==> src/pkg/cstm_pkg.sv <==
// package: register map, field layout, reset values and timing for the can status/timing block
package cstm_pkg;
	// register word indices; the apb byte address is the index times four
	localparam logic [7:0] CSTM_IDX_CTRL      = 8'h00;
	localparam logic [7:0] CSTM_IDX_STATUS    = 8'h02;
	localparam logic [7:0] CSTM_IDX_TEC       = 8'h04;
	localparam logic [7:0] CSTM_IDX_REC       = 8'h05;
	localparam logic [7:0] CSTM_IDX_BTL       = 8'h06;
	localparam logic [7:0] CSTM_IDX_BTH       = 8'h07;
	localparam logic [7:0] CSTM_IDX_INTL      = 8'h08;
	localparam logic [7:0] CSTM_IDX_INTH      = 8'h09;
	localparam logic [7:0] CSTM_IDX_PRESCALER_EXT_FIELD      = 8'h0c;
	localparam logic [7:0] CSTM_IDX_IF1_CREQL = 8'h10;
	localparam logic [7:0] CSTM_IDX_IF1_CREQH = 8'h11;
	localparam logic [7:0] CSTM_IDX_IF2_CREQL = 8'h12;
	localparam logic [7:0] CSTM_IDX_IF2_CREQH = 8'h13;
	localparam int         CSTM_ADDR_SHIFT    = 2;

	// control register bits
	localparam int CSTM_CTRL_INIT = 0;
	localparam int CSTM_CTRL_IE   = 1;
	localparam int CSTM_CTRL_SIE  = 2;
	localparam int CSTM_CTRL_EIE  = 3;
	localparam int CSTM_CTRL_CCE  = 6;
	localparam logic [7:0] CSTM_CTRL_RST = 8'h01;

	// status register bits
	localparam int CSTM_ST_TX_SUCCESS_FLAG  = 3;
	localparam int CSTM_ST_RX_SUCCESS_FLAG  = 4;
	localparam int CSTM_ST_ERROR_PASSIVE_FLAG = 5;
	localparam int CSTM_ST_ERROR_WARNING_FLAG = 6;
	localparam int CSTM_ST_BUS_OFF_FLAG  = 7;

	// last error codes
	localparam logic [2:0] CSTM_LEC_NONE  = 3'h0;
	localparam logic [2:0] CSTM_LEC_FORM  = 3'h2;
	localparam logic [2:0] CSTM_LEC_ACK   = 3'h3;
	localparam logic [2:0] CSTM_LEC_BIT1  = 3'h4;
	localparam logic [2:0] CSTM_LEC_BIT0  = 3'h5;
	localparam logic [2:0] CSTM_LEC_CRC   = 3'h6;
	localparam logic [2:0] CSTM_LEC_NOCHG = 3'h7;

	localparam logic [15:0] CSTM_INTERRUPT_SOURCE_ID_STATUS = 16'h8000;

	// bit timing fields and reset values
	localparam int CSTM_SJW_LSB  = 6;
	localparam int CSTM_TSG2_LSB = 4;
	localparam logic [7:0] CSTM_BTL_RST  = 8'h01;
	localparam logic [7:0] CSTM_BTH_RST  = 8'h23;
	localparam logic [7:0] CSTM_BTH_MASK = 8'h7f;
	localparam logic [7:0] CSTM_PRESCALER_EXT_FIELD_MASK = 8'h0f;

	// error counter levels
	localparam logic [8:0] CSTM_PASSIVE_LVL = 9'd128;
	localparam logic [8:0] CSTM_WARN_LVL    = 9'd96;
	localparam logic [8:0] CSTM_BUS_OFF_FLAG_LVL    = 9'd256;
	localparam logic [3:0] CSTM_RECESSIVE_RUN = 4'd11;

	// message ram transfer timing
	localparam logic [2:0] CSTM_XFER_CYCLES = 3'd4;
	localparam logic [5:0] CSTM_MSG_LAST    = 6'h20;
endpackage

==> src/core/cstm_ifset.sv <==
// one interface buffer set: command request, busy flag, message ram transfer slot
`timescale 1ns/1ps
`default_nettype none
module cstm_ifset
	import cstm_pkg::*;
(
	input  wire logic       i_sys_clk,
	input  wire logic       i_resetn,
	input  wire logic       i_req_wr,
	input  wire logic [5:0] i_req_num,
	input  wire logic       i_grant,
	output logic            o_want,
	output logic            o_busy,
	output logic [5:0]      o_obj
);
	typedef struct packed {
		logic       busy;
		logic       granted;
		logic [2:0] cnt;
		logic [5:0] obj;
	} cstm_if_state_t;

	cstm_if_state_t st;
	cstm_if_state_t next_st;

	always_comb begin
		next_st = st;
		if (i_req_wr && !st.busy) begin
			next_st.busy    = 1'b1;
			next_st.granted = 1'b0;
			next_st.cnt     = 3'd0;
			// fold invalid numbers onto objects 1..32
			if (i_req_num == 6'h00)
				next_st.obj = CSTM_MSG_LAST;
			else if (i_req_num > CSTM_MSG_LAST)
				next_st.obj = i_req_num - CSTM_MSG_LAST;
			else
				next_st.obj = i_req_num;
		end else if (st.busy) begin
			if (!st.granted) begin
				// wait for arbitration; the count runs from the request, so a late grant shortens the ram access
				if (i_grant)
					next_st.granted = 1'b1;
				next_st.cnt = st.cnt + 3'd1;
			end else begin
				next_st.cnt = st.cnt + 3'd1;
				if (st.cnt >= CSTM_XFER_CYCLES) begin
					next_st.busy    = 1'b0;
					next_st.granted = 1'b0;
				end
			end
		end
	end

	always_ff @(posedge i_sys_clk) begin
		if (!i_resetn)
			st <= '0;
		else
			st <= next_st;
	end

	assign o_want = st.busy && !st.granted;
	assign o_busy = st.busy;
	assign o_obj  = st.obj;
endmodule
`default_nettype wire

==> src/core/cstm_core.sv <==
// can status, error counters, bit timing and interface command request block with apb slave
`timescale 1ns/1ps
`default_nettype none
module cstm_core
	import cstm_pkg::*;
(
	input  wire logic        i_sys_clk,
	input  wire logic        i_resetn,
	input  wire logic        i_psel,
	input  wire logic        i_penable,
	input  wire logic        i_pwrite,
	input  wire logic [7:0]  i_paddr,
	input  wire logic [31:0] i_pwdata,
	output logic             o_pready,
	output logic [31:0]      o_prdata,
	output logic             o_pslverr,
	input  wire logic        i_ev_form_err,
	input  wire logic        i_ev_ack_err,
	input  wire logic        i_ev_bit1_err,
	input  wire logic        i_ev_bit0_err,
	input  wire logic        i_ev_crc_err,
	input  wire logic        i_ev_rx_ok,
	input  wire logic        i_ev_tx_ok,
	input  wire logic        i_ev_tec_inc,
	input  wire logic        i_ev_rec_inc,
	input  wire logic        i_ev_recessive_bit,
	input  wire logic        i_mh_ram_req,
	output logic             o_mh_ram_grant,
	output logic             o_wait_n,
	output logic             o_status_irq,
	output logic [9:0]       o_tq_div,
	output logic [1:0]       o_sjw_tq,
	output logic [3:0]       o_seg_before_tq,
	output logic [2:0]       o_seg_after_tq,
	output logic [5:0]       o_if1_obj,
	output logic [5:0]       o_if2_obj,
	output logic             o_tq_tick
);
	typedef struct packed {
		logic [7:0]  ctrl;
		logic [2:0]  last_error_code_field;
		logic        tx_success_flag;
		logic        rx_success_flag;
		logic        bus_off_flag;
		logic        error_warning_flag;
		logic [8:0]  tx_error_count;
		logic [7:0]  rx_error_count;
		logic [7:0]  bit_timing_low;
		logic [7:0]  bit_timing_high;
		logic [7:0]  prescaler_extension;
		logic        status_pend;
		logic [3:0]  rec_run;
		logic [9:0]  tq_cnt;
		logic        tq_tick;
		logic        pready;
		logic [31:0] prdata;
		logic        pslverr;
		logic        wait_n;
		logic        irq;
		logic        mh_grant;
	} cstm_state_t;

	cstm_state_t st;
	cstm_state_t next_st;

	logic       if1_wr;
	logic       if2_wr;
	logic       if1_want;
	logic       if2_want;
	logic       if1_busy;
	logic       if2_busy;
	logic       if1_grant;
	logic       if2_grant;
	logic [5:0] if1_obj;
	logic [5:0] if2_obj;
	logic       setup;
	logic       wr_acc;
	logic       rd_acc;
	logic [7:0] idx;
	logic [7:0] wbyte;
	logic       bus_ev;
	logic       rx_passive_flag;
	logic       timing_open;
	logic [9:0] tq_div;

	assign setup  = i_psel && !i_penable;
	assign idx    = {2'b00, i_paddr[7:CSTM_ADDR_SHIFT]};
	assign wr_acc = setup && i_pwrite;
	assign rd_acc = setup && !i_pwrite;
	assign wbyte  = i_pwdata[7:0];
	assign if1_wr = wr_acc && idx == CSTM_IDX_IF1_CREQL;
	assign if2_wr = wr_acc && idx == CSTM_IDX_IF2_CREQL;

	// ram arbiter: interface sets first, message handler takes leftover slots
	assign if1_grant = if1_want && !st.mh_grant;
	assign if2_grant = if2_want && !if1_want && !st.mh_grant;

	cstm_ifset u_if1 (
		.i_sys_clk (i_sys_clk),
		.i_resetn  (i_resetn),
		.i_req_wr  (if1_wr),
		.i_req_num (wbyte[5:0]),
		.i_grant   (if1_grant),
		.o_want    (if1_want),
		.o_busy    (if1_busy),
		.o_obj     (if1_obj)
	);

	cstm_ifset u_if2 (
		.i_sys_clk (i_sys_clk),
		.i_resetn  (i_resetn),
		.i_req_wr  (if2_wr),
		.i_req_num (wbyte[5:0]),
		.i_grant   (if2_grant),
		.o_want    (if2_want),
		.o_busy    (if2_busy),
		.o_obj     (if2_obj)
	);

	assign rx_passive_flag = {1'b0, st.rx_error_count} >= CSTM_PASSIVE_LVL;
	assign timing_open = st.ctrl[CSTM_CTRL_CCE] && st.ctrl[CSTM_CTRL_INIT];
	assign tq_div = {st.prescaler_extension[3:0], st.bit_timing_low[5:0]};
	assign bus_ev = i_ev_form_err || i_ev_ack_err || i_ev_bit1_err || i_ev_bit0_err
		|| i_ev_crc_err || i_ev_rx_ok || i_ev_tx_ok;

	always_comb begin
		next_st = st;
		next_st.pready  = 1'b0;
		next_st.pslverr = 1'b0;
		next_st.mh_grant = i_mh_ram_req && !if1_want && !if2_want;

		// software writes; they never raise the status interrupt
		if (wr_acc) begin
			next_st.pready = 1'b1;
			case (idx)
				CSTM_IDX_CTRL: begin
					next_st.ctrl = wbyte;
				end
				CSTM_IDX_STATUS: begin
					next_st.last_error_code_field = wbyte[2:0];
					next_st.tx_success_flag = wbyte[CSTM_ST_TX_SUCCESS_FLAG];
					next_st.rx_success_flag = wbyte[CSTM_ST_RX_SUCCESS_FLAG];
				end
				CSTM_IDX_BTL: begin
					if (timing_open)
						next_st.bit_timing_low = wbyte;
				end
				CSTM_IDX_BTH: begin
					if (timing_open)
						next_st.bit_timing_high = wbyte & CSTM_BTH_MASK;
				end
				CSTM_IDX_PRESCALER_EXT_FIELD: begin
					if (timing_open)
						next_st.prescaler_extension = wbyte & CSTM_PRESCALER_EXT_FIELD_MASK;
				end
				CSTM_IDX_TEC, CSTM_IDX_REC, CSTM_IDX_INTL, CSTM_IDX_INTH,
				CSTM_IDX_IF1_CREQL, CSTM_IDX_IF1_CREQH,
				CSTM_IDX_IF2_CREQL, CSTM_IDX_IF2_CREQH: begin
					next_st.pslverr = 1'b0;
				end
				default: begin
					next_st.pslverr = 1'b1;
				end
			endcase
		end

		if (rd_acc) begin
			next_st.pready = 1'b1;
			next_st.prdata = 32'h0000_0000;
			case (idx)
				CSTM_IDX_CTRL: next_st.prdata[7:0] = st.ctrl;
				CSTM_IDX_STATUS: begin
					next_st.prdata[7:0] = {st.bus_off_flag, st.error_warning_flag,
						({1'b0, st.tx_error_count} >= {1'b0, CSTM_PASSIVE_LVL}) || rx_passive_flag,
						st.rx_success_flag, st.tx_success_flag, st.last_error_code_field};
					next_st.status_pend = 1'b0;
				end
				CSTM_IDX_TEC: next_st.prdata[7:0] = st.tx_error_count[7:0];
				CSTM_IDX_REC: next_st.prdata[7:0] = {rx_passive_flag, st.rx_error_count[6:0]};
				CSTM_IDX_BTL: next_st.prdata[7:0] = st.bit_timing_low;
				CSTM_IDX_BTH: next_st.prdata[7:0] = st.bit_timing_high;
				CSTM_IDX_INTL: next_st.prdata[7:0] = st.status_pend ? CSTM_INTERRUPT_SOURCE_ID_STATUS[7:0] : 8'h00;
				CSTM_IDX_INTH: next_st.prdata[7:0] = st.status_pend ? CSTM_INTERRUPT_SOURCE_ID_STATUS[15:8] : 8'h00;
				CSTM_IDX_PRESCALER_EXT_FIELD: next_st.prdata[7:0] = st.prescaler_extension;
				CSTM_IDX_IF1_CREQL: next_st.prdata[7:0] = {2'b00, if1_obj};
				CSTM_IDX_IF1_CREQH: next_st.prdata[7:0] = {if1_busy, 7'h00};
				CSTM_IDX_IF2_CREQL: next_st.prdata[7:0] = {2'b00, if2_obj};
				CSTM_IDX_IF2_CREQH: next_st.prdata[7:0] = {if2_busy, 7'h00};
				default: next_st.pslverr = 1'b1;
			endcase
		end

		// protocol events override a same-cycle software write
		if (i_ev_form_err)
			next_st.last_error_code_field = CSTM_LEC_FORM;
		else if (i_ev_ack_err)
			next_st.last_error_code_field = CSTM_LEC_ACK;
		else if (i_ev_bit1_err)
			next_st.last_error_code_field = CSTM_LEC_BIT1;
		else if (i_ev_bit0_err)
			next_st.last_error_code_field = CSTM_LEC_BIT0;
		else if (i_ev_crc_err)
			next_st.last_error_code_field = CSTM_LEC_CRC;
		else if (i_ev_rx_ok || i_ev_tx_ok)
			next_st.last_error_code_field = CSTM_LEC_NONE;
		if (i_ev_rx_ok)
			next_st.rx_success_flag = 1'b1;
		if (i_ev_tx_ok)
			next_st.tx_success_flag = 1'b1;

		// recessive run counting while recovering from bus-off or in init
		if (st.bus_off_flag || st.ctrl[CSTM_CTRL_INIT]) begin
			if (i_ev_recessive_bit) begin
				if (st.rec_run == CSTM_RECESSIVE_RUN - 4'd1) begin
					next_st.rec_run = 4'd0;
					next_st.last_error_code_field = CSTM_LEC_BIT0;
					if (st.bus_off_flag) begin
						next_st.tx_error_count = 9'd0;
						next_st.rx_error_count = 8'd0;
					end
				end else begin
					next_st.rec_run = st.rec_run + 4'd1;
				end
			end
		end else begin
			next_st.rec_run = 4'd0;
		end

		// simplified confinement counting
		if (i_ev_tec_inc && st.tx_error_count < CSTM_BUS_OFF_FLAG_LVL)
			next_st.tx_error_count = st.tx_error_count + 9'd8;
		else if (i_ev_tx_ok && st.tx_error_count != 9'd0)
			next_st.tx_error_count = st.tx_error_count - 9'd1;
		if (i_ev_rec_inc && st.rx_error_count != 8'hff)
			next_st.rx_error_count = st.rx_error_count + 8'd1;
		else if (i_ev_rx_ok && st.rx_error_count != 8'd0)
			next_st.rx_error_count = st.rx_error_count - 8'd1;
		next_st.bus_off_flag = next_st.tx_error_count >= CSTM_BUS_OFF_FLAG_LVL;
		next_st.error_warning_flag = next_st.tx_error_count >= CSTM_WARN_LVL
			|| {1'b0, next_st.rx_error_count} >= CSTM_WARN_LVL;

		// status interrupt; set wins over the read clear
		if (st.ctrl[CSTM_CTRL_IE]) begin
			if (st.ctrl[CSTM_CTRL_EIE] && (next_st.bus_off_flag != st.bus_off_flag
				|| next_st.error_warning_flag != st.error_warning_flag))
				next_st.status_pend = 1'b1;
			if (st.ctrl[CSTM_CTRL_SIE] && bus_ev)
				next_st.status_pend = 1'b1;
		end
		next_st.irq = next_st.status_pend;

		// time quantum tick generator
		if (st.tq_cnt >= tq_div) begin
			next_st.tq_cnt  = 10'd0;
			next_st.tq_tick = 1'b1;
		end else begin
			next_st.tq_cnt  = st.tq_cnt + 10'd1;
			next_st.tq_tick = 1'b0;
		end

		// the wait output follows either busy set, including the one just requested
		next_st.wait_n = !(if1_busy || if2_busy || if1_wr || if2_wr);
	end

	always_ff @(posedge i_sys_clk) begin
		if (!i_resetn) begin
			st <= '0;
			st.ctrl <= CSTM_CTRL_RST;
			st.bit_timing_low <= CSTM_BTL_RST;
			st.bit_timing_high <= CSTM_BTH_RST;
			st.wait_n <= 1'b1;
		end else begin
			st <= next_st;
		end
	end

	assign o_pready        = st.pready;
	assign o_prdata        = st.prdata;
	assign o_pslverr       = st.pslverr;
	assign o_mh_ram_grant  = st.mh_grant;
	assign o_wait_n        = st.wait_n;
	assign o_status_irq    = st.irq;
	assign o_tq_div        = tq_div;
	assign o_sjw_tq        = st.bit_timing_low[7:CSTM_SJW_LSB];
	assign o_seg_before_tq = st.bit_timing_high[3:0];
	assign o_seg_after_tq  = st.bit_timing_high[6:CSTM_TSG2_LSB];
	assign o_if1_obj       = if1_obj;
	assign o_if2_obj       = if2_obj;
	assign o_tq_tick       = st.tq_tick;
endmodule
`default_nettype wire

==> config.mk <==
export PLATFORM = sky130hd
export DESIGN_NAME = cstm_core
export DESIGN_NICKNAME = d
export VERILOG_FILES = /design/src/pkg/cstm_pkg.sv /design/src/core/cstm_ifset.sv /design/src/core/cstm_core.sv
export SDC_FILE = /design/constraint.sdc
export NUM_CORES = 1
export LEC_CHECK = 0
export ABC_AREA = 1
export BUFFER_PORTS_ARGS = -buffer_cell sky130_fd_sc_hd__buf_4
export CAP_MARGIN = 20
export CORE_MARGIN = 1
export CORE_UTILIZATION = 45
export DETAILED_ROUTE_END_ITERATION = 12
export PLACE_DENSITY = 0.74
export REMOVE_ABC_BUFFERS = 1
export SLEW_MARGIN = 30
export SYNTH_ARGS = -nofsm -noshare
export SYNTH_HDL_FRONTEND = slang
export SYNTH_HIERARCHICAL = 1
export SYNTH_SLANG_ARGS = --single-unit
==> constraint.sdc <==
create_clock -name i_sys_clk -period 2.45 [get_ports i_sys_clk]
set_input_delay 0.1225 -clock i_sys_clk [delete_from_list [all_inputs] [get_ports i_sys_clk]]
set_output_delay 0.1225 -clock i_sys_clk [all_outputs]
set_load 0.005 [all_outputs]
==> metrics, run 1 <==
max_cap viols=0; Core ar.=12,700 sq um; M1 GR Usage=slightly above 30%; Area growth syn-to-layout=11.8%; CP max FO=5; setup TNS=0 ns; die area=13,500 sq um; Period minus WS final=2.17 ns; FP Rows=between 40 and 50; clock share of power=a little over a third; internal cell power=about 0.0027 W; Starting Density=46.4%; Final nets=about 950; Avg Inst Size Synth=7.07 sq um; gr ovfl total=0; total power=0.00392 W; worst hold-check path type=input port to flop; Clock Sinks=100; final period utilization=88.4%; drc violations=0; TritonCTS buffer count=9; largest net degree at the start of global routing=53; Slew Limit Fails=0; via count=5,366; Seq/Total Area, Yosys=34.1%; WL/cell=14.0 um; Placed Area=6250 sq um; #FFs+latches synth=100; CP endpoint kind=flop; area leader, netlist=dfxtp_1; top_reg_cell synth=dfxtp_1; Starting DRT DRC Count=around 380; Post-synth EDFFs=0; port buffer count=74; first-pass GRT wire length=23.8 mm; Netlist Area Pre-Place=5870 sq um; Max Freq=0.462 GHz; Sequential Power Share=45.0%; Critical Path RT=2.68 ns; busiest grt layer=met2; Combinational Power Share=18.7%; Final Setup Violations=0; NetSw=0.00123 W; CTS clk-pin slew, worst paths=0.07 ns; Finished Cell Area=6570 sq um; final WL=14.7 mm; M3 GR Usage=4.67%; P_leak=2.94 nW; GR Util All Layers=a little under a quarter; RSZ-0062 raised after global routing=false; post-CTS resize count=0; worst hold margin=0.0164 ns; H-tree Lvls=3; Critical Path AT=2.40 ns; Cells after Synth=831; ANT nets after route=0; Fin. Hold Viols=0; Worst VDD drop=0.553 mV; yosys warns=6; ANT cells=0; GPL Wtd Cong=0.918; count of cell types in the netlist=54; vias per cell=5.12; number of global-route vias before repair=4,835; synth top area cells=dfxtp_1, nand2_1, buf_4; Slew HR=around 57%; status=complete, no violations; Post-CTS Repair Setup Buffers=0; DP HPWL=roughly 11 mm; Final Skew=0.00723 ns; IO Pins=125; drt pass-1 iters=6; layout cells sized above 1=17.7%; latest clock arrival within the worst-skew pair=about 0.36 ns; power density over the cells=roughly 600 nW/um^2; Net Sw Frac=31.4%; CTS Root Cell=clkbuf_16; M2 GR Usage=37.2%; Die Height=116 um; startpoint types=flop; die width=116 um; Worst-Margin Slew=between 0.6 and 0.7 ns; Post-CTS Hold Buffers=2; clk buf depth=2; Setup CP Type=flop to flop; initial antenna violation count=0; CTS tree=done; Async S/R FF share, synth=0%; Synth top area share=between 30% and 40%
[worst max-delay path: stages, from the launching register on]
cell and delay (ns):
dfxtp_1 0.35, inv_1 0.15, ha_1 0.23, nor3b_1 0.26
nand2_1 0.08, nand2_1 0.06, nand2_1 0.05, nand2_1 0.06
nand2_2 0.05, nand2_2 0.06, nand3_2 0.06, nor2_2 0.16
nand2_1 0.07, nand2_1 0.06, nand3_1 0.09, nand2_1 0.08
nand2_1 0.05, nand2_1 0.07, a21oi_2 0.05
[layer usage]
layer	wire, um	vias up	share of wire, %
met5	0	-	0
met4	227	0	1.5
met3	910	22	6.2
met2	6840	188	47
met1	6700	2440	46
li1	-	2716	-
[registers in the layout (all words and copies together), names as in the netlist, 2 cells and up]
register	flops
o_seg_after_tq	3
u_if1/o_obj	6
u_if2/o_obj	6
o_sjw_tq	2
u_if2/st	4
o_tq_div	10
o_seg_before_tq	4
u_if1/st	4
o_prdata	8
st	45
[cells in the mapped netlist, types with 5 or more instances]
cell type and count:
a21oi_1 55, a21oi_2 6, a221oi_1 8, a31oi_1 8, buf_4 63, clkbuf_1 9
dfxtp_1 100, ha_1 20, inv_1 89, inv_2 12, nand2_1 140, nand2_2 14
nand3_1 33, nand4_1 8, nor2_1 110, nor2_2 6, nor3_1 9, o211ai_1 5
o21ai_0 56, o22ai_1 12, xor2_1 11
[kinds of logic after synthesis]
group	Yosys count	share of synthesized area, %
simple gates	342	26.0
buf+inv	181	15.8
compound gates	173	17.7
flops	100	34.1
fa+ha+maj	20	4.26
xor+xnor	14	2.09
other cells	1	0.0638
[placed cells by master (no fill, tap or decap), types with 4 or more instances in the layout]
master,n
nand3_2,4
nor3_1,9
conb_1,24
xor2_1,11
a21oi_2,6
ha_1,20
nor2_2,6
clkbuf_16,9
a211oi_1,4
o22ai_1,12
dfxtp_1,100
a221oi_1,8
nand4_1,8
o211ai_1,5
nand3_1,33
inv_1,89
buf_4,81
o21ai_0,56
inv_2,12
a31oi_1,8
nand2_2,14
a21oi_1,55
nor2_1,110
nand2_1,140
[path summary, 6_finish.rpt]
kind,startpoint,end,slack [ns],cells past startpoint
setup / recovery,st[89],o_status_irq,0.28,18
hold / removal,i_pwdata[5],o_seg_after_tq[1],0.02,3
setup reg to reg,st[89],o_status_irq,0.28,18
hold reg to reg,st[85],st[85],0.46,1
[through the flow]
step / utilization, % / setup WS [ns] / instances
2_1_floorplan: - / 0.587 / 778
3_3_place_gp: 49.3 / 0.336 / 1031
3_5_place_dp: 49.3 / 0.318 / 1031
4_1_cts: 51.8 / 0.306 / 1049
5_1_grt: 51.8 / 0.0626 / 1049
6_report: 51.8 / 0.283 / 1049
[cell type report]
| class | count | area, sq um |
|---|---|---|
| Inverter | 105 | 399 |
| Fill cell | 1296 | 6100 |
| Timing Repair Buffer | 83 | 628 |
| Tap cell | 172 | 215 |
| Sequential cell | 100 | 2000 |
| Multi-Input combinational cell | 573 | 3030 |
| Clock inverter | 7 | 71.3 |
| Clock buffer | 9 | 225 |
[power groups by stage]
stage	clock [W]	sequential (W)	combinational, W
3_3_place_gp	0	0.00180	0.000710
3_5_place_dp	0	0.00180	0.000721
4_1_cts	0.00144	0.00176	0.000730
6_report	0.00142	0.00176	0.000734
2_1_floorplan	0	0.00178	0.000513
5_1_grt	0.00152	0.00177	0.000838
Power figures use the tool's default switching activity.
==> run 2, diff against run 1 <==
--- a/config.mk
+++ b/config.mk
@@ -8,6 +8,7 @@
 export ABC_AREA = 1
 export BUFFER_PORTS_ARGS = -buffer_cell sky130_fd_sc_hd__buf_4
 export CAP_MARGIN = 20
+export CORE_ASPECT_RATIO = 1.2
 export CORE_MARGIN = 1
 export CORE_UTILIZATION = 45
 export DETAILED_ROUTE_END_ITERATION = 12
==> metrics, run 2 (same netlist as run 1, synthesis figures left out) <==
status=complete, no violations (unchanged); Crit path max-delay family=simple AND/OR/NAND/NOR gates (unchanged); Largest register FFs=45 (unchanged); first-pass GRT wire length=24.3 mm (was 23.8 mm); CP max stage delay=0.33 ns (was 0.35 ns); ANT nets after route=0 (unchanged); DP HPWL=11.3 mm (was 11.0 mm); M1 GR Usage=27.1% (was 30.7%); final WL=15.0 mm (was 14.7 mm); Starting DRT DRC Count=407 (was 377); largest net degree at the start of global routing=53 (unchanged); final period utilization=87.2% (was 88.4%); slowest CP cell=dfxtp_1 (unchanged); Final Core Density=51.8% (about the same); gr ovfl total=0 (unchanged); WP buf/inv=1 (unchanged); clk buf depth=2 (unchanged); GPL Wtd Cong=0.851 (was 0.918); drc violations=0 (unchanged); Critical Path AT=2.42 ns (was 2.40 ns); reg-to-reg critical path startpoint=st[85] (was st[89]); post-CTS resize count=0 (unchanged); Final nets=949 (was 948); P_leak=2.94 nW (about the same); WP depth=18 (unchanged); Hold Path End=st[108] (was o_seg_after_tq[1]); M3 GR Usage=3.67% (was 4.67%); GR Util All Layers=22.7% (was 22.8%); ANT cells=0 (unchanged); IO Pins=125 (unchanged); Critical Path RT=2.73 ns (was 2.68 ns); Final Setup Violations=0 (unchanged); drt pass-1 iters=5 (was 6); Final Skew=0.00670 ns (was 0.00723 ns); setup TNS=0 ns (unchanged); CP endpoint kind=flop (unchanged); Worst-Margin Slew=0.694 ns (was 0.636 ns); initial antenna violation count=0 (unchanged); M2 GR Usage=40.1% (was 37.2%); Slew HR=53.7% (was 57.3%); layout cells sized above 1=17.6% (was 17.7%); busiest grt layer=met2 (unchanged); sequence of cells on the critical path=inv_1 -> ha_1 -> nand2_2 -> nor2_4 -> nand2_2 -> nand3_2 -> nand3_1 -> nand2_1 -> nand2_1 -> nor2_1 -> nor2_2 -> nand2_1 -> nand2_1 -> nand3_1 -> nand2_1 -> nand2_1 -> nand2_1 -> a21oi_2 (was inv_1 -> ha_1 -> nor3b_1 -> nand2_1 -> nand2_1 -> nand2_1 -> nand2_1 -> nand2_2 -> nand2_2 -> nand3_2 -> nor2_2 -> nand2_1 -> nand2_1 -> nand3_1 -> nand2_1 -> nand2_1 -> nand2_1 -> a21oi_2); port buffer count=74 (unchanged); CTS clk-pin slew, worst paths=0.07 ns (about the same); Core ar.=12,700 sq um (about the same); CTS Root Cell=clkbuf_16 (unchanged); Hold Crit Start=i_pwdata[7] (was i_pwdata[5]); Fin. Hold Viols=0 (unchanged); H-tree Lvls=3 (unchanged); latest clock arrival within the worst-skew pair=0.35 ns (was 0.36 ns); Reg2Reg Capture Point=o_status_irq (unchanged); Die Height=127 um (was 116 um); Clock Sinks=100 (unchanged); FP Rows=45 (was 41); startpoint types=flop (unchanged); WL/cell=14.4 um (was 14.0 um); die area=13,500 sq um (about the same); worst hold margin=0.0410 ns (was 0.0164 ns); commonest non-fill, non-tap cell in the layout=nand2_1 (unchanged); vias per cell=5.18 (was 5.12); CTS tree=done (unchanged); Worst VDD drop=0.333 mV (was 0.553 mV); power density over the cells=600 nW/um^2 (was 596 nW/um^2); Starting Density=46.4% (about the same); Post-CTS Repair Setup Buffers=0 (unchanged); Setup CP Type=flop to flop (unchanged); Period minus WS final=2.14 ns (was 2.17 ns); R2R setup slack=0.31 ns (was 0.28 ns); RSZ-0062 raised after global routing=false (unchanged); max_cap viols=0 (unchanged); CP startpoint=st[85] (was st[89]); CP max FO=4 (was 5); worst hold-check path type=input port to flop (unchanged); Area growth syn-to-layout=11.7% (was 11.8%); number of global-route vias before repair=5,091 (was 4,835); Max Freq=0.468 GHz (was 0.462 GHz); hold path cells=3 (unchanged); via count=5,389 (was 5,366); Slew Limit Fails=0 (unchanged); Largest Register=st (unchanged); die width=106 um (was 116 um); commonest cells after routing, fill and taps aside=nand2_1, nor2_1, dfxtp_1 (unchanged); R2R cell count=18 (unchanged); TritonCTS buffer count=9 (unchanged); FILL cells=1,280 (was 1,296); CP most frequent cell=nand2_1 (unchanged)
-- run 2: repair_timing --
action	4_1_cts	5_1_grt
setup endpoints to repair	0	0
hold buffers	2	0
endpoints found under the hold margin	2	0
-- run 2: area by class of cell --
type                    instances  area (sq um)  share of cell area (%)
clock buffers                  10           229                    3.49
clock inverters                 5          62.6                   0.953
inverters                     105           399                    6.08
multi-input cells             573          3030                    46.1
flip-flops and latches        100          2000                    30.5
well taps                     164           205                    3.13
repair buffers                 84           636                    9.69
-- run 2: worst max path at each step --
stage	end	slack, ns
after global placement	o_status_irq	0.40
final	o_status_irq	0.31
after floorplan	o_status_irq	0.59
after detailed placement	o_status_irq	0.36
after global routing	o_status_irq	0.12
after CTS	o_status_irq	0.32
-- run 2: tightest hold or removal path, delay by kind of cell --
kind                   cells  cell delay [ns]
buffers and inverters      1             0.10
and+or+nand+nor            2             0.12
-- run 2: stage by stage --
step	cells	power (W)	setup WS [ns]	area (sq um)
after CTS	1041	0.00395	0.323	6560
after detailed placement	1024	0.00253	0.358	6250
final	1041	0.00394	0.313	6560
after floorplan	778	0.00230	0.587	5430
after global placement	1024	0.00251	0.400	6250
after global routing	1041	0.00413	0.124	6560
-- run 2: power by group --
part	internal [W]	total, W	switching, W
sequential	0.00170	0.00177	0.0000699
combinational	0.000275	0.000736	0.000461
clock	0.000793	0.00144	0.000643
total	0.00276	0.00394	0.00117
-- run 2: routing by layer --
metal | wire, um | share of wire (%)
met1 | 6380 | 43
met2 | 7440 | 50
met3 | 749 | 5.0
met4 | 419 | 2.8
met5 | 0 | 0
==> run 3, diff against run 2 <==
--- a/config.mk
+++ b/config.mk
@@ -5,7 +5,7 @@
 export SDC_FILE = /design/constraint.sdc
 export NUM_CORES = 1
 export LEC_CHECK = 0
-export ABC_AREA = 1
+export ABC_AREA = 0
 export BUFFER_PORTS_ARGS = -buffer_cell sky130_fd_sc_hd__buf_4
 export CAP_MARGIN = 20
 export CORE_ASPECT_RATIO = 1.2
==> metrics, run 3 <==
latest clock arrival within the worst-skew pair=0.35 ns (about the same); Core ar.=12,800 sq um (was 12,700 sq um); final WL=16.4 mm (was 15.0 mm); die area=13,700 sq um (was 13,500 sq um); commonest non-fill, non-tap cell in the layout=buf_4 (was nand2_1); M1 wire length=6.69 mm (was 6.38 mm); Worst-Margin Slew=0.626 ns (was 0.694 ns); CP max FO=4 (unchanged); port buffer count=74 (unchanged); Setup CP Type=flop to flop (unchanged); final period utilization=102% (was 87.2%); Fin. Hold Viols=0 (unchanged); number of global-route vias before repair=5,131 (was 5,091); Largest Register=st (unchanged); #FFs+latches synth=100 (unchanged); Netlist Area Pre-Place=5950 sq um (was 5870 sq um); Largest register FFs=45 (unchanged); clk buf depth=2 (unchanged); P_leak=2.81 nW (was 2.94 nW); dpl ws=-0.0149 ns (was 0.358 ns); GPL Wtd Cong=0.960 (was 0.851); Post-synth EDFFs=0 (unchanged); met2 WL post-DR=8.17 mm (was 7.44 mm); TritonCTS buffer count=9 (unchanged); Clock Sinks=100 (unchanged); Area growth syn-to-layout=14.8% (was 11.7%); Critical Path RT=2.69 ns (was 2.73 ns); Commonest cells post-synth=dfxtp_1, nor2_1, buf_4 (was nand2_1, nor2_1, dfxtp_1); H-tree Lvls=3 (unchanged); R2R cell count=9 (was 18); synth top area cells=dfxtp_1, buf_4, mux2i_1 (was dfxtp_1, nand2_1, buf_4); RSZ-0062 raised after global routing=true (was false); slack of the critical path=-0.0489 ns (was 0.313 ns); area leader, netlist=dfxtp_1 (unchanged); WL/cell=17.5 um (was 14.4 um); Critical Path AT=2.74 ns (was 2.42 ns); top sig layer=met4 (unchanged); die width=107 um (was 106 um); vias per cell=5.77 (was 5.18); IO Pins=125 (unchanged); Final Setup Violations=1 (was 0); status=finished with violations (was complete, no violations); drt pass-1 iters=6 (was 5); DR WL met3=886 um (was 749 um); via count=5,389 (unchanged); initial antenna violation count=0 (unchanged); count of cell types in the netlist=70 (was 54); Max Freq=0.400 GHz (was 0.468 GHz); Period minus WS final=2.50 ns (was 2.14 ns); Worst VDD drop=0.369 mV (was 0.333 mV); top_reg_cell synth=dfxtp_1 (unchanged); yosys warns=6 (unchanged); Seq/Total Area, Yosys=33.6% (was 34.1%); CP endpoint kind=flop (unchanged); worst hold-check path type=input port to flop (unchanged); Final Core Density=53.5% (was 51.8%); Die Height=128 um (was 127 um); Cells after Synth=705 (was 831); CTS Root Cell=clkbuf_16 (unchanged); CTS tree=done (unchanged); Slew Limit Fails=0 (unchanged); Avg Inst Size Synth=8.44 sq um (was 7.07 sq um); largest net degree at the start of global routing=44 (was 53); hold path cells=3 (unchanged); Starting DRT DRC Count=427 (was 407); failing checks=negative setup slack; max_cap viols=0 (unchanged); top-count cell post-synth=dfxtp_1 (was nand2_1); CTS clk-pin slew, worst paths=0.07 ns (about the same); Synth top area share=33.6% (was 34.1%); Starting Density=46.6% (was 46.4%); power density over the cells=599 nW/um^2 (was 600 nW/um^2); FP Rows=45 (unchanged); startpoint types=flop (unchanged); first-pass GRT wire length=25.8 mm (was 24.3 mm); gr ovfl total=0 (unchanged); Final nets=841 (was 949); commonest cells after routing, fill and taps aside=buf_4, dfxtp_1, nor2_1 (was nand2_1, nor2_1, dfxtp_1); total power=0.00409 W (was 0.00394 W); Async S/R FF share, synth=0% (unchanged); ANT cells=0 (unchanged); setup TNS=-0.0489 ns (was 0 ns); ANT nets after route=0 (unchanged); worst hold margin=0.0164 ns (was 0.0410 ns); layout cells sized above 1=21.3% (was 17.6%); drc violations=0 (unchanged); Final Skew=0.00564 ns (was 0.00670 ns); GR Util All Layers=24.2% (was 22.7%); DP HPWL=12.1 mm (was 11.3 mm); Slew HR=58.1% (was 53.7%)
## run 3: changes by cell type in the layout (fill, tap and decap cells not counted), sizes merged, moves of 11 or more
cell,change
o22ai,-12
buf,+36
o21ai,-28
nand2b,+12
mux2i,+37
nor2,-38
nor2b,+17
a21oi,-31
nand2,-106
a22oi,+17
nand3,-16
a22o,+11
inv,-77
## run 3: per-stage QoR
stage               instances  instance area [sq um]
floorplan                 635                   5410
global placement          916                   6500
detailed placement        916                   6500
CTS                       933                   6810
global route              934                   6830
finish                    934                   6830
## run 3: kinds of logic after synthesis
kind of cell | after synthesis | synth area share [%]
adder cells (fa/ha/maj) | 20 | 4.21
buffers and inverters | 119 | 12.1
AO/OA/AOI/OAI | 159 | 19.3
flip-flops | 100 | 33.6
XOR/XNOR | 10 | 1.47
AND/OR/NAND/NOR | 257 | 22.6
multiplexers | 39 | 6.60
other | 1 | 0.0630
## run 3: per-layer routing
layer / track usage [%] / vias to the layer above
met5: 0 / -
met4: 12.8 / 0
met3: 4.12 / 42
met2: 42.1 / 179
met1: 28.3 / 2616
li1: - / 2552
## run 3: area by class of cell
class                      instances  area, sq um
clock buffer                      11          243
timing repair buffer             119          896
clock inverter                     5         60.1
sequential                       100         2000
fill                            1185         5950
inverter                          26         97.6
multi-input combinational        509         3330
tap                              164          205
## run 3: final timing paths
kind	slack (ns)	startpoint	end
hold / removal	0.02	i_pwdata[5]	o_seg_after_tq[1]
setup / recovery	-0.05	st[85]	o_status_irq
hold reg to reg	0.47	st[38]	st[38]
setup reg to reg	-0.05	st[85]	o_status_irq
## run 3: worst max-delay path, stage by stage (launching register included)
cell and delay [ns]:
dfxtp_1 0.31, inv_1 0.05, ha_1 0.15, or4b_4 0.51
or3_4 0.41, a32o_1 0.27, o21bai_1 0.17, a211oi_2 0.26
nand2_1 0.09, nor3b_2 0.16
## run 3: power by group
| part | total, W | internal [W] | switching [W] |
|---|---|---|---|
| combinational | 0.000864 | 0.000405 | 0.000460 |
| clock | 0.00147 | 0.000824 | 0.000641 |
| sequential | 0.00176 | 0.00170 | 0.0000669 |
## run 3: timing repair
item,4_1_cts,5_1_grt
buffers inserted,0,1
gates resized for setup,0,4
hold buffers,1,0
pin swaps,0,2
endpoints found under the setup margin,1,2
endpoints found under the hold margin,1,0
